**config.mk**
```make
export PLATFORM = sky130hd
export DESIGN_NAME = pdl_top
export DESIGN_NICKNAME = d
export VERILOG_FILES = /design/src/hdl/pdl_pkg.sv /design/src/hdl/pdl_chan.sv /design/src/hdl/pdl_sync.sv /design/src/hdl/pdl_top.sv
export VERILOG_INCLUDE_DIRS = /design/src /design/src/hdl
export SDC_FILE = /design/constraint.sdc
export NUM_CORES = 1
export LEC_CHECK = 0
export ABC_AREA = 1
export BUFFER_PORTS_ARGS = -buffer_cell sky130_fd_sc_hd__buf_2
export CAP_MARGIN = 20
export CORE_MARGIN = 2
export CORE_UTILIZATION = 31
export DETAILED_ROUTE_END_ITERATION = 8
export GPL_TIMING_DRIVEN = 1
export REMOVE_ABC_BUFFERS = 1
export SLEW_MARGIN = 20
export SYNTH_ARGS = -nofsm -noshare
export SYNTH_HDL_FRONTEND = slang
export SYNTH_SLANG_ARGS = --single-unit
```
**constraint.sdc**
```tcl
create_clock -name ref_clk_i -period 1.8 [get_ports ref_clk_i]
set_input_delay 0.09 -clock ref_clk_i [delete_from_list [all_inputs] [get_ports ref_clk_i]]
set_output_delay 0.09 -clock ref_clk_i [all_outputs]
set_load 0.02 [all_outputs]
```
**src/hdl/pdl_cfg.svh**
```systemverilog
`ifndef PDL_CFG_SVH
`define PDL_CFG_SVH

// Command nibble codes
`define PDL_CMD_NOP        4'h0
`define PDL_CMD_WR_INPUT   4'h1
`define PDL_CMD_UPD_DAC    4'h2
`define PDL_CMD_WR_UPD     4'h3
`define PDL_CMD_PWR_MODE   4'h4
`define PDL_CMD_LOAD_MASK  4'h5

// Frame field positions
`define PDL_CMD_MSB        23
`define PDL_CMD_LSB        20
`define PDL_ADDR_B_BIT     19
`define PDL_ADDR_A_BIT     16
`define PDL_DATA_MSB       15
`define PDL_DATA_LSB       4

// Power mode field positions, channel A then channel B
`define PDL_PD_A_LSB       0
`define PDL_PD_B_LSB       6

// Strobe mask bit positions, channel A then channel B
`define PDL_MASK_A_BIT     0
`define PDL_MASK_B_BIT     3

// Power mode codes
`define PDL_PD_NORMAL      2'h0
`define PDL_PD_1K          2'h1
`define PDL_PD_100K        2'h2
`define PDL_PD_OPEN        2'h3

// Reset values
`define PDL_MASK_RESET     4'h0
`define PDL_CODE_RESET     12'h000

// Timing, clock period and derived cycle counts
`define PDL_CLK_PERIOD_NS  8
`define PDL_PWRUP_TIME_NS  4500
`define PDL_PWRUP_CYCLES   ((`PDL_PWRUP_TIME_NS + `PDL_CLK_PERIOD_NS - 1) / `PDL_CLK_PERIOD_NS)
`define PDL_TIE_TIME_NS    2000
`define PDL_TIE_CYCLES     ((`PDL_TIE_TIME_NS + `PDL_CLK_PERIOD_NS - 1) / `PDL_CLK_PERIOD_NS)
`define PDL_CNT_W          10

`endif

```
**src/hdl/pdl_pkg.sv**
```systemverilog
package pdl_pkg;

    // One decoded 24-bit command word
    typedef struct packed {
        logic [3:0]  cmd;
        logic [3:0]  addr;
        logic [15:0] data;
    } pdl_frame_t;

    // Per-channel update request for one clock
    typedef struct packed {
        logic        wr_input;   // Data into input register
        logic        load_data;  // Data straight into DAC register
        logic        load_input; // Input register into DAC register
        logic        pd_wr;      // New power mode
        logic [1:0]  pd_code;    // Power mode value
        logic [11:0] code;       // Conversion code
    } pdl_chan_ctl_t;

endpackage

```
**src/hdl/pdl_chan.sv**
```systemverilog
`timescale 1ns/1ns
`include "pdl_cfg.svh"
// One converter channel: input stage, DAC stage, output switch
module pdl_chan
    import pdl_pkg::*;
(
    input  wire logic          ref_clk_i,
    input  wire logic          reset_i,
    input  wire pdl_chan_ctl_t ctl_i,
    output logic [11:0]        in_code_o,
    output logic [11:0]        dac_code_o,
    output logic [1:0]         pd_mode_o,
    output logic               amp_on_o,
    output logic               pull_1k_o,
    output logic               pull_100k_o,
    output logic               ready_o
);

    logic [`PDL_CNT_W-1:0] wake_q; // Cycles left until output settles

    // Input register stage
    always_ff @(posedge ref_clk_i) begin
        if (reset_i) begin
            in_code_o <= `PDL_CODE_RESET;
        end else if (ctl_i.wr_input) begin
            in_code_o <= ctl_i.code;
        end
    end

    // DAC register stage, untouched by power mode changes
    always_ff @(posedge ref_clk_i) begin
        if (reset_i) begin
            dac_code_o <= `PDL_CODE_RESET;
        end else if (ctl_i.load_data) begin
            dac_code_o <= ctl_i.code;
        end else if (ctl_i.load_input) begin
            dac_code_o <= in_code_o;
        end
    end

    // Power mode and output switch selection
    always_ff @(posedge ref_clk_i) begin
        if (reset_i) begin
            pd_mode_o   <= `PDL_PD_NORMAL;
            amp_on_o    <= 1'b1;
            pull_1k_o   <= 1'b0;
            pull_100k_o <= 1'b0;
        end else if (ctl_i.pd_wr) begin
            pd_mode_o   <= ctl_i.pd_code;
            amp_on_o    <= (ctl_i.pd_code == `PDL_PD_NORMAL);
            pull_1k_o   <= (ctl_i.pd_code == `PDL_PD_1K);
            pull_100k_o <= (ctl_i.pd_code == `PDL_PD_100K);
        end
    end

    // Settling timer after return to normal mode
    always_ff @(posedge ref_clk_i) begin
        if (reset_i) begin
            wake_q  <= '0;
            ready_o <= 1'b1;
        end else if (ctl_i.pd_wr) begin
            if (ctl_i.pd_code != `PDL_PD_NORMAL) begin
                wake_q  <= '0;
                ready_o <= 1'b0;
            end else if (pd_mode_o != `PDL_PD_NORMAL) begin
                wake_q  <= `PDL_CNT_W'(`PDL_PWRUP_CYCLES);
                ready_o <= 1'b0;
            end
        end else if (wake_q != '0) begin
            wake_q  <= wake_q - `PDL_CNT_W'(1);
            ready_o <= (wake_q == `PDL_CNT_W'(1));
        end
    end

endmodule // pdl_chan

```
**src/hdl/pdl_sync.sv**
```systemverilog
`timescale 1ns/1ns
// Two-stage synchroniser for asynchronous pins
module pdl_sync
    import pdl_pkg::*;
#(
    parameter int         W   = 2,
    parameter logic [1:0] RST = 2'h3
) (
    input  wire logic         ref_clk_i,
    input  wire logic         reset_i,
    input  wire logic [W-1:0] pin_i,
    output logic      [W-1:0] sync_o
);

    // One chain per bit
    for (genvar b = 0; b < W; b++) begin : g_bit
        logic meta_q; // First stage, read only by the second

        // Two flops per pin
        always_ff @(posedge ref_clk_i) begin
            if (reset_i) begin
                meta_q    <= RST[b];
                sync_o[b] <= RST[b];
            end else begin
                meta_q    <= pin_i[b];
                sync_o[b] <= meta_q;
            end
        end
    end

endmodule // pdl_sync

```
**src/hdl/pdl_top.sv**
```systemverilog
`timescale 1ns/1ns
`include "pdl_cfg.svh"
module pdl_top
    import pdl_pkg::*;
(
    input  wire logic        ref_clk_i,       // Serial-side clock
    input  wire logic        reset_i,         // Synchronous reset, active high
    input  wire logic [23:0] frame_word_i,    // Completed 24-bit command word
    input  wire logic        frame_valid_i,   // One-cycle pulse at 24th bit
    input  wire logic        load_strobe_n_i, // Load strobe pin, asynchronous
    input  wire logic        hw_reset_n_i,    // Hardware reset pin, asynchronous
    output logic [11:0]      chan_a_code_o,   // Channel A DAC register
    output logic [11:0]      chan_b_code_o,   // Channel B DAC register
    output logic [11:0]      chan_a_input_o,  // Channel A input register
    output logic [11:0]      chan_b_input_o,  // Channel B input register
    output logic [1:0]       chan_a_pwr_mode_o, // Channel A power mode
    output logic [1:0]       chan_b_pwr_mode_o, // Channel B power mode
    output logic [1:0]       amp_on_o,        // Amplifier drives output, per channel
    output logic [1:0]       pull_1k_o,       // 1k network selected, per channel
    output logic [1:0]       pull_100k_o,     // 100k network selected, per channel
    output logic [1:0]       chan_ready_o,    // Output settled, per channel
    output logic [3:0]       load_strobe_mask_o, // Strobe mask register
    output logic             strobe_tied_o    // Strobe seen as tied low
);

    // Flow through the block:
    // both pins pass two flops,
    // the strobe gets an edge finder,
    // a long low strobe means tied,
    // each finished word is decoded
    // in the cycle its pulse is high,
    // and each channel then gets
    // one request for that clock.
    // Channel modules hold the codes
    // and modes, so every output
    // here comes from a flop.

    // Pin synchronisation
    logic [1:0] pins_s;        // Synchronised pins
    logic       strobe_s;      // Synchronised load strobe
    logic       hw_run_s;      // Synchronised reset pin, high when running
    logic       strobe_prev_q; // Strobe one clock earlier
    logic       strobe_fall;   // Falling edge of strobe

    // Command decoding
    pdl_frame_t frame;         // Fields of the incoming word
    logic [11:0] data_code;    // Conversion code in the word
    logic       is_wr_input;   // Write input register
    logic       is_upd_dac;    // Update DAC from input
    logic       is_wr_upd;     // Write and update
    logic       is_pwr;        // Power mode command
    logic       is_mask;       // Mask load command

    // Mask and tie detection
    logic [3:0]  mask_q;       // Strobe mask register
    logic [`PDL_CNT_W-1:0] tie_cnt_q; // Cycles strobe has stayed low
    logic        tied_q;       // Strobe judged tied low

    // Per-channel requests
    pdl_chan_ctl_t ctl [2];    // Request to each channel
    logic [11:0] in_code  [2]; // Input registers
    logic [11:0] dac_code [2]; // DAC registers
    logic [1:0]  pd_mode  [2]; // Power modes
    logic [1:0]  amp_on;       // Amplifier connect per channel
    logic [1:0]  pull_1k;      // 1k pulldown per channel
    logic [1:0]  pull_100k;    // 100k pulldown per channel
    logic [1:0]  ready;        // Settled per channel

    // Decoding helpers below are
    // used once per channel, so they
    // live in functions; index 0 is
    // channel A and index 1 is B.
    // Any index other than 0 maps
    // to channel B on purpose.
    // Field positions come from the
    // shared constants header only.

    // Channel address bit for a channel index
    function automatic logic chan_sel(input pdl_frame_t f, input int idx);
        logic [23:0] w;
        w = f;
        if (idx == 0) begin
            chan_sel = w[`PDL_ADDR_A_BIT];
        end else begin
            chan_sel = w[`PDL_ADDR_B_BIT];
        end
    endfunction

    // Mask bit for a channel index
    function automatic logic mask_bit(input logic [3:0] m, input int idx);
        if (idx == 0) begin
            mask_bit = m[`PDL_MASK_A_BIT];
        end else begin
            mask_bit = m[`PDL_MASK_B_BIT];
        end
    endfunction

    // Power mode field for a channel index
    function automatic logic [1:0] pd_field(input logic [15:0] d, input int idx);
        if (idx == 0) begin
            pd_field = d[`PDL_PD_A_LSB +: 2];
        end else begin
            pd_field = d[`PDL_PD_B_LSB +: 2];
        end
    endfunction

    // Hazard: both pins are async.
    // Only the second flop of each
    // chain feeds any logic, so a
    // metastable first stage never
    // reaches the decode paths.
    // Cost: pin changes are seen
    // two clocks late.
    // Reset value high matches the
    // idle level, so leaving reset
    // gives no false strobe edge.

    // Both pins idle high
    pdl_sync #(
        .W   (2),
        .RST (2'h3)
    ) u_sync (
        .ref_clk_i (ref_clk_i),
        .reset_i   (reset_i),
        .pin_i     ({hw_reset_n_i, load_strobe_n_i}),
        .sync_o    (pins_s)
    );

    assign strobe_s = pins_s[0];
    assign hw_run_s = pins_s[1];

    // Edge finder for the strobe.
    // Starts high like the pin, so
    // no fall is seen after reset.
    // A fall is one clock long and
    // loads the DAC stage on the
    // next edge, three clocks after
    // the pin itself went low.
    // Falls while the reset pin is
    // low are dropped, not delayed.

    // Previous strobe level for edge detection
    always_ff @(posedge ref_clk_i) begin
        if (reset_i) begin
            strobe_prev_q <= 1'b1;
        end else begin
            strobe_prev_q <= strobe_s;
        end
    end

    // Falling edge, ignored while held in hardware reset
    assign strobe_fall = strobe_prev_q & ~strobe_s & hw_run_s;

    // Tie detection.
    // A strobe held low for the tie
    // count is taken as wired low;
    // from then on the mask bits are
    // ignored and every write with
    // strobe low lands in both stages.
    // Any high level restarts the
    // count and clears the flag.
    // Limit: a very long pulse from
    // a host also counts as tied.

    // Strobe held low long enough counts as tied low
    always_ff @(posedge ref_clk_i) begin
        if (reset_i) begin
            tie_cnt_q <= '0;
            tied_q    <= 1'b0;
        end else if (strobe_s) begin
            tie_cnt_q <= '0;
            tied_q    <= 1'b0;
        end else if (tie_cnt_q != `PDL_CNT_W'(`PDL_TIE_CYCLES)) begin
            tie_cnt_q <= tie_cnt_q + `PDL_CNT_W'(1);
        end else begin
            tied_q <= 1'b1;
        end
    end

    // Field extraction
    assign frame     = pdl_frame_t'(frame_word_i);
    assign data_code = frame_word_i[`PDL_DATA_MSB:`PDL_DATA_LSB];

    // Decode strobes.
    // Each is high for exactly the
    // one clock of the word pulse,
    // so no request can repeat from
    // an old word left on the bus.
    // Unused codes match no strobe
    // and the word is dropped.
    // Words may come every clock.

    // Command decode, valid only with a completed word
    assign is_wr_input = frame_valid_i & (frame.cmd == `PDL_CMD_WR_INPUT);
    assign is_upd_dac  = frame_valid_i & (frame.cmd == `PDL_CMD_UPD_DAC);
    assign is_wr_upd   = frame_valid_i & (frame.cmd == `PDL_CMD_WR_UPD);
    assign is_pwr      = frame_valid_i & (frame.cmd == `PDL_CMD_PWR_MODE);
    assign is_mask     = frame_valid_i & (frame.cmd == `PDL_CMD_LOAD_MASK);

    // Mask register.
    // Bit 0 guards channel A and
    // bit 3 guards channel B; the
    // middle bits are kept only so
    // the register reads back whole.
    // Not blocked by the reset pin,
    // which only gates DAC and mode loads.

    // Mask register, address field ignored
    always_ff @(posedge ref_clk_i) begin
        if (reset_i) begin
            mask_q <= `PDL_MASK_RESET;
        end else if (is_mask) begin
            mask_q <= frame.data[3:0];
        end
    end

    // Per-channel requests.
    // Priority inside a channel:
    // a code from the word beats a
    // copy from the input stage, so
    // a write and a strobe fall in
    // one clock keep the new code.
    // Power requests go to both
    // channels at once; each takes
    // its own two-bit field, so one
    // word always sets both.
    // The reset pin gates every DAC
    // load and mode change here.

    // Per-channel request building and channel instances
    for (genvar i = 0; i < 2; i++) begin : g_chan
        logic sel;        // Channel addressed by the word
        logic masked;     // Channel ignores the strobe pin
        logic strobe_low; // Strobe as seen by this channel

        assign sel        = chan_sel(frame, i);
        assign masked     = mask_bit(mask_q, i) & ~tied_q;
        assign strobe_low = ~strobe_s & ~masked;

        // Request for this channel on this clock
        always_comb begin
            ctl[i] = '0;
            ctl[i].code = data_code;
            // Input stage written by 0001 and 0011
            ctl[i].wr_input = sel & (is_wr_input | is_wr_upd);
            // DAC stage from word: 0011 always, 0001 with strobe low
            ctl[i].load_data = hw_run_s & sel &
                               (is_wr_upd | (is_wr_input & strobe_low));
            // DAC stage from input: 0010 or strobe edge on unmasked channel
            ctl[i].load_input = hw_run_s &
                                ((sel & is_upd_dac) | (strobe_fall & ~masked));
            // Power mode per channel, each from its own field
            ctl[i].pd_wr   = is_pwr & hw_run_s;
            ctl[i].pd_code = pd_field(frame.data, i);
        end

        // Channel storage.
        // Holds input and DAC stages,
        // the power mode, the output
        // switch lines and the settle
        // timer after power-up.
        // All of its outputs are flops.
        pdl_chan u_chan (
            .ref_clk_i   (ref_clk_i),
            .reset_i     (reset_i),
            .ctl_i       (ctl[i]),
            .in_code_o   (in_code[i]),
            .dac_code_o  (dac_code[i]),
            .pd_mode_o   (pd_mode[i]),
            .amp_on_o    (amp_on[i]),
            .pull_1k_o   (pull_1k[i]),
            .pull_100k_o (pull_100k[i]),
            .ready_o     (ready[i])
        );
    end

    // Output wiring.
    // No logic sits between these
    // flops and the ports, so the
    // host sees a word's changes,
    // all but the ready rise, one clock after it.
    // Index 0 is channel A and
    // index 1 is channel B in all
    // of the two-bit vectors.
    // The mask and tie flag are
    // shown for test and debug.

    // Outputs come from the channel, mask and tie registers directly
    assign chan_a_code_o     = dac_code[0];
    assign chan_b_code_o     = dac_code[1];
    assign chan_a_input_o    = in_code[0];
    assign chan_b_input_o    = in_code[1];
    assign chan_a_pwr_mode_o = pd_mode[0];
    assign chan_b_pwr_mode_o = pd_mode[1];
    assign amp_on_o          = amp_on;
    assign pull_1k_o         = pull_1k;
    assign pull_100k_o       = pull_100k;
    assign chan_ready_o      = ready;
    assign load_strobe_mask_o = mask_q;
    assign strobe_tied_o     = tied_q;

endmodule // pdl_top

```
Yosys cells after proc, flatten, opt, wreduce, memory -nomap -nowiden. Cells that the tools add are included.

Flip-flop bits (word level): 100. Input bits: 29. Logic and storage cells: 111.

Reductions and logical operators: 15. Multiplexer cells: 20. Add/sub/neg operators: 3. Bitwise operators: 35. Equal/unequal tests: 14.

Operators with widths (count): 10-bit two-way mux (8); 12-bit two-way mux (4); 1-bit AND (26); 10-bit by 1-bit == test with 1-bit output (second input constant) (2); 10-bit nonzero test (2); 10-bit by 1-bit subtractor with 10-bit output (second input constant) (2); 2-bit nonzero test (8); 10-bit by 1-bit adder with 10-bit output (second input constant) (1); 10-bit by 8-bit inequality test with 1-bit output (second input constant) (1); 4-bit by 2-bit == test with 1-bit output (second input constant) (2); 4-bit by 3-bit == test with 1-bit output (second input constant) (2); 1-bit two-way mux (8); 3-bit by 1-bit inequality test with 1-bit output (second input constant) (2); 1-bit OR (5); 2-bit by 1-bit == test with 1-bit output (second input constant) (2); 2-bit == test (second input constant) (2); 4-bit by 1-bit == test with 1-bit output (second input constant) (1); 2-bit logical NOT (2); 1-bit inverter (4); 2-bit AND reduction (2); 2-bit OR reduction (1).

Depth between registers and ports, before layout.
Depth after elaboration: 8. Gate-level depth with buffers: 10. Depth with buffers taken out: 9.

Cells and area by module. Synthesis repeated with hierarchy kept, for this count alone.

Cells, all modules: 623. Area, all modules: 4600.7 µm².

Modules (own cells, without submodules): pdl_chan (times used 2, seq. area each 800.8 µm², area each 1801.7 µm², cells an instance 239); pdl_top (times used 1, seq. area each 320.3 µm², area each 880.8 µm², cells an instance 132); pdl_sync (times used 1, seq. area each 80.1 µm², area each 116.4 µm², cells an instance 13).

Least setup slack after synthesis. Ideal clock, no wire load.

Path type: flip-flop to flip-flop. Start point: reg g_chan[0].u_chan.wake_q[0]. End point: reg g_chan[0].u_chan.wake_q[1]. Data required time: 1.687 ns. Library setup time: 0.113 ns. Stages on the path, launching flop included: 10. Arrival time: 1.322 ns. Path buffers: 0. Slack: 0.364 ns. Path through: dfxtp_1 -> inv_1 -> ha_1 -> nand3_2 -> nor2_2 -> nand3_4 -> nand2_4 -> inv_2 -> nor2_1 -> nor2_1.

Cells in the longest elaborated chain, start to end: 3. Elaborated cells between the ends (all ways): 6. Classes of those cells: add/sub (1); mux (2); reduce/logical (3).

Ends and longest elaborated chain: start, declared (RTL line pdl_chan.sv:19) `` logic [`PDL_CNT_W-1:0] wake_q; ``; start signal, assigned (RTL line pdl_chan.sv:66) `` wake_q <= `PDL_CNT_W'(`PDL_PWRUP_CYCLES); ``; start signal, assigned (RTL line pdl_chan.sv:70) `` wake_q <= wake_q - `PDL_CNT_W'(1); ``; 10-bit by 1-bit subtractor with 10-bit output / 10-bit nonzero test (equally long branches) (RTL line pdl_chan.sv:70, pdl_chan.sv:69); 10-bit two-way mux / 2-bit nonzero test (equally long branches); 10-bit two-way mux / 2-bit AND reduction (equally long branches).

Several ways; a longest one is shown, not always the timed one. The select of a mux whose other input is x is not followed. A chain may end at the register's enable or synchronous reset.

Final worst setup path. Ends and elaborated chain as after synthesis.

==> impl_metrics.csv <==
group,metric,value,unit
layout,design_area,5720,um2
route,wl,12500,um
die,fp.coreArea,15100,um2
global_routing,grt_pass1_vias,4249,
min_path,hp-class,"in -> reg",
sta,finalMaxSlewViolations,0,
place,place_area,5340,um2
clock_tree,cts_sinks,100,
place,finalWeightedCongestion,0.847,
sta,finalSetupTns,0,ns
sta,post-route-period-util,90.2,%
sta,hold_viol_final,0,
layout,area_growth,20.2,%
place,portBuffers,91,
power,power.density,1230,nW/um2
layout,fin_util,37.9,%
clock_tree,insertion_delay,0.35,ns
sta,fin_ws,0.177,ns
route,wl_per_cell,13.1,um
clock_tree,cts_buffers,9,
layout,layout.nets,797,
route,vias,4418,
die,initial_core_util,31.6,%
yosys,avgSynthCellArea,7.02,um2
run_status,outcome,"finished, final reports clean",
critical_path,crit_required,2.04,ns
clock_tree,clk_pin_slew,0.08,ns
critical_path,cp-start-kind,"flip-flop",
die,die_y,128,um
clock_tree,h-tree-depth,3,
global_routing,grt_pass1_wl,21100,um
route,antenna_left,0,
yosys,synthDistinctLibCells,30,
die,io_pins,94,
route,drtPass1Iterations,5,
yosys,synth_area,4760,um2
place,dp_hpwl,9070,um
global_routing,antenna_found_initial,2,
min_path,hold_start,"frame_word_i[10]",
yosys,ys_seq_elements,100,
critical_path,worstPathMaxFanout,9,
power,peakVddDrop,0.000586,V
clock_tree,cts_max_path_buffers,2,
sta,maxSlewHeadroom,67.6,%
clock_tree,cts_setup_buffers,0,
clock_tree,root_buffer,"clkbuf_16",
sta,period_minus_slack,1.62,ns
critical_path,end_kind,"flip-flop",
flow_run,drv_cap,0,
critical_path,r2r_start,"g_chan[0].u_chan.wake_q[0]$_SDFFE_PP0P_",
critical_path,crit_arrival,1.86,ns
clock_tree,cts_tree,"done",
die,rows,45,
place,dp_slack,0.162,ns
sta,max_freq,0.616,GHz
sta,holdWs,0.0262,ns
route,drt_iter0_drc,354,
sta,setup_violations,0,
sta,tightest_slew,0.486,ns
yosys,syn_inst,678,
yosys,ys_warn_count,0,
die,dieArea,16400,um2
route,via_per_inst,4.62,
global_routing,grt_overflow,0,
global_routing,track_usage,16.2,%
global_routing,grt_max_degree,48,
layout,num-fill-cells,1626,
critical_path,crit_start,"g_chan[0].u_chan.wake_q[0]$_SDFFE_PP0P_",
yosys,synth_seq_area_share,42.0,%
sta,skew,0.00836,ns
sta,rsz0062_at_grt,"false",
critical_path,critical_path_class,"reg -> reg",
route,drc,0,
layout,drive_gt1_share,20.5,%
power,leakage,2.69,nW
die,dieWidth,128,um
[cell usage in the layout (no fill, tap or decap)]
| master | netlist | final |
|---|---|---|
| nand2_1 | 132 | 132 |
| nor2_1 | 127 | 127 |
| dfxtp_1 | 100 | 100 |
| buf_2 | 11 | 91 |
| inv_1 | 55 | 55 |
| nand3_1 | 51 | 51 |
| a21oi_1 | 46 | 46 |
| o21ai_0 | 37 | 37 |
| o21ai_1 | 28 | 28 |
| buf_4 | 9 | 13 |
| nand4_1 | 9 | 9 |
| clkbuf_16 | 0 | 9 |
| inv_2 | 8 | 8 |
| nor2_2 | 8 | 8 |
| nor3_1 | 6 | 6 |
| nand2_4 | 5 | 6 |
| ha_1 | 6 | 6 |
| nand3_4 | 5 | 5 |
| nand3_2 | 4 | 4 |
| or2_2 | 4 | 4 |
| xor2_1 | 3 | 3 |
| bufinv_16 | 0 | 3 |
| dlygate4sd3_1 | 0 | 3 |
| xnor2_1 | 2 | 2 |
| o211ai_1 | 2 | 2 |
| diode_2 | 0 | 1 |
| nand2_2 | 2 | 1 |
| nor2_4 | 1 | 1 |
| a31oi_1 | 1 | 1 |
| nand3b_1 | 1 | 1 |
| o211a_1 | 1 | 1 |
| clkinv_2 | 0 | 1 |
| inv_6 | 0 | 1 |
| inv_8 | 0 | 1 |
| clkinvlp_4 | 0 | 1 |
[critical path, stage by stage (launching register included)]
cell and delay [ns]:
dfxtp_1 0.32, inv_1 0.14, ha_1 0.26, nand3_2 0.13, nor2_2 0.22, nand3_4 0.15
nand2_4 0.15, inv_2 0.05, nor2_1 0.08, nor2_1 0.05
[layer usage]
metal | vias up | global-route usage (%) | routed length, um
met5 | - | 0 | 0
met4 | 0 | 3.88 | 70
met3 | 5 | 5.63 | 956
met2 | 89 | 25.8 | 5690
met1 | 1979 | 21.2 | 5800
li1 | 2345 | - | -
[flip-flops by register name, summed over array words and instances, names as in the netlist]
signal,cells
u_sync.sync_o,2
g_chan.u_chan.dac_code_o,24
tie_cnt_q,10
u_sync.g_bit.meta_q,2
strobe_prev_q,1
g_chan.u_chan.wake_q,20
g_chan.u_chan.ready_o,2
g_chan.u_chan.pd_mode_o,4
g_chan.u_chan.amp_on_o,2
g_chan.u_chan.in_code_o,24
g_chan.u_chan.pull_100k_o,2
load_strobe_mask_o,4
strobe_tied_o,1
g_chan.u_chan.pull_1k_o,2
[cells in the mapped netlist]
cell	count	area, um2
a21oi_1	46	230
a31oi_1	1	6.26
buf_1	1	3.75
buf_2	11	55.1
buf_4	9	67.6
buf_6	5	56.3
clkbuf_1	8	30.0
dfxtp_1	100	2000
ha_1	6	75.1
inv_1	55	206
inv_2	8	30.0
nand2_1	132	495
nand2_2	2	12.5
nand2_4	5	56.3
nand3_1	51	255
nand3_2	4	40.0
nand3_4	5	87.6
nand3b_1	1	7.51
nand4_1	9	56.3
nor2_1	127	477
nor2_2	8	50.1
nor2_4	1	11.3
nor3_1	6	30.0
o211a_1	1	10.0
o211ai_1	2	15.0
o21ai_0	37	185
o21ai_1	28	140
or2_2	4	25.0
xnor2_1	2	17.5
xor2_1	3	26.3
[timing repair]
| item | CTS | global route |
|---|---|---|
| hold buffers | 3 | 0 |
| hold endpoints to repair | 3 | 0 |
| gates resized for setup | 0 | 1 |
| setup endpoints to repair | 0 | 12 |
[per-stage QoR]
step                      instances  total power, mW
after global placement          936             4.80
after global routing            955             7.56
after detailed placement        936             4.81
after CTS                       955             7.12
final                           956             7.04
after floorplan                 644             4.32
[power breakdown]
part / total, mW / internal (mW) / switching (mW)
Combinational: 2.09 / 0.755 / 1.33
Sequential: 2.69 / 2.48 / 0.205
Clock: 2.27 / 1.37 / 0.894
[final timing paths]
path                                                                    to  slack [ns]  cells after the start
worst max-delay path               g_chan[0].u_chan.wake_q[1]$_SDFFE_PP0P_        0.18                      9
worst min-delay path            g_chan[1].u_chan.in_code_o[6]$_SDFFE_PP0P_        0.03                      3
worst max register to register     g_chan[0].u_chan.wake_q[1]$_SDFFE_PP0P_        0.18                      9
worst min register to register                 u_sync.sync_o[1]$_SDFF_PP1_        0.41                      1
[cell type report]
class / count / area [um2] / area share, %
inverter: 63 / 236 / 4.13
clock buffer: 9 / 225 / 3.94
antenna: 1 / 2.50 / 0.0437
timing repair buffer: 107 / 583 / 10.2
sequential: 100 / 2000 / 35.0
tap: 188 / 235 / 4.11
multi-input combinational: 481 / 2310 / 40.5
clock inverter: 7 / 123 / 2.14
[logic make-up after synthesis]
family,Yosys count,synth area share (%)
XOR/XNOR,5,0.920
AND/OR/NAND/NOR,355,33.7
flip-flops,100,42.0
AO/OA/AOI/OAI,115,12.3
adder cells (fa/ha/maj),6,1.58
buffers and inverters,97,9.43
No activity file was read; power rests on OpenSTA's default activity.
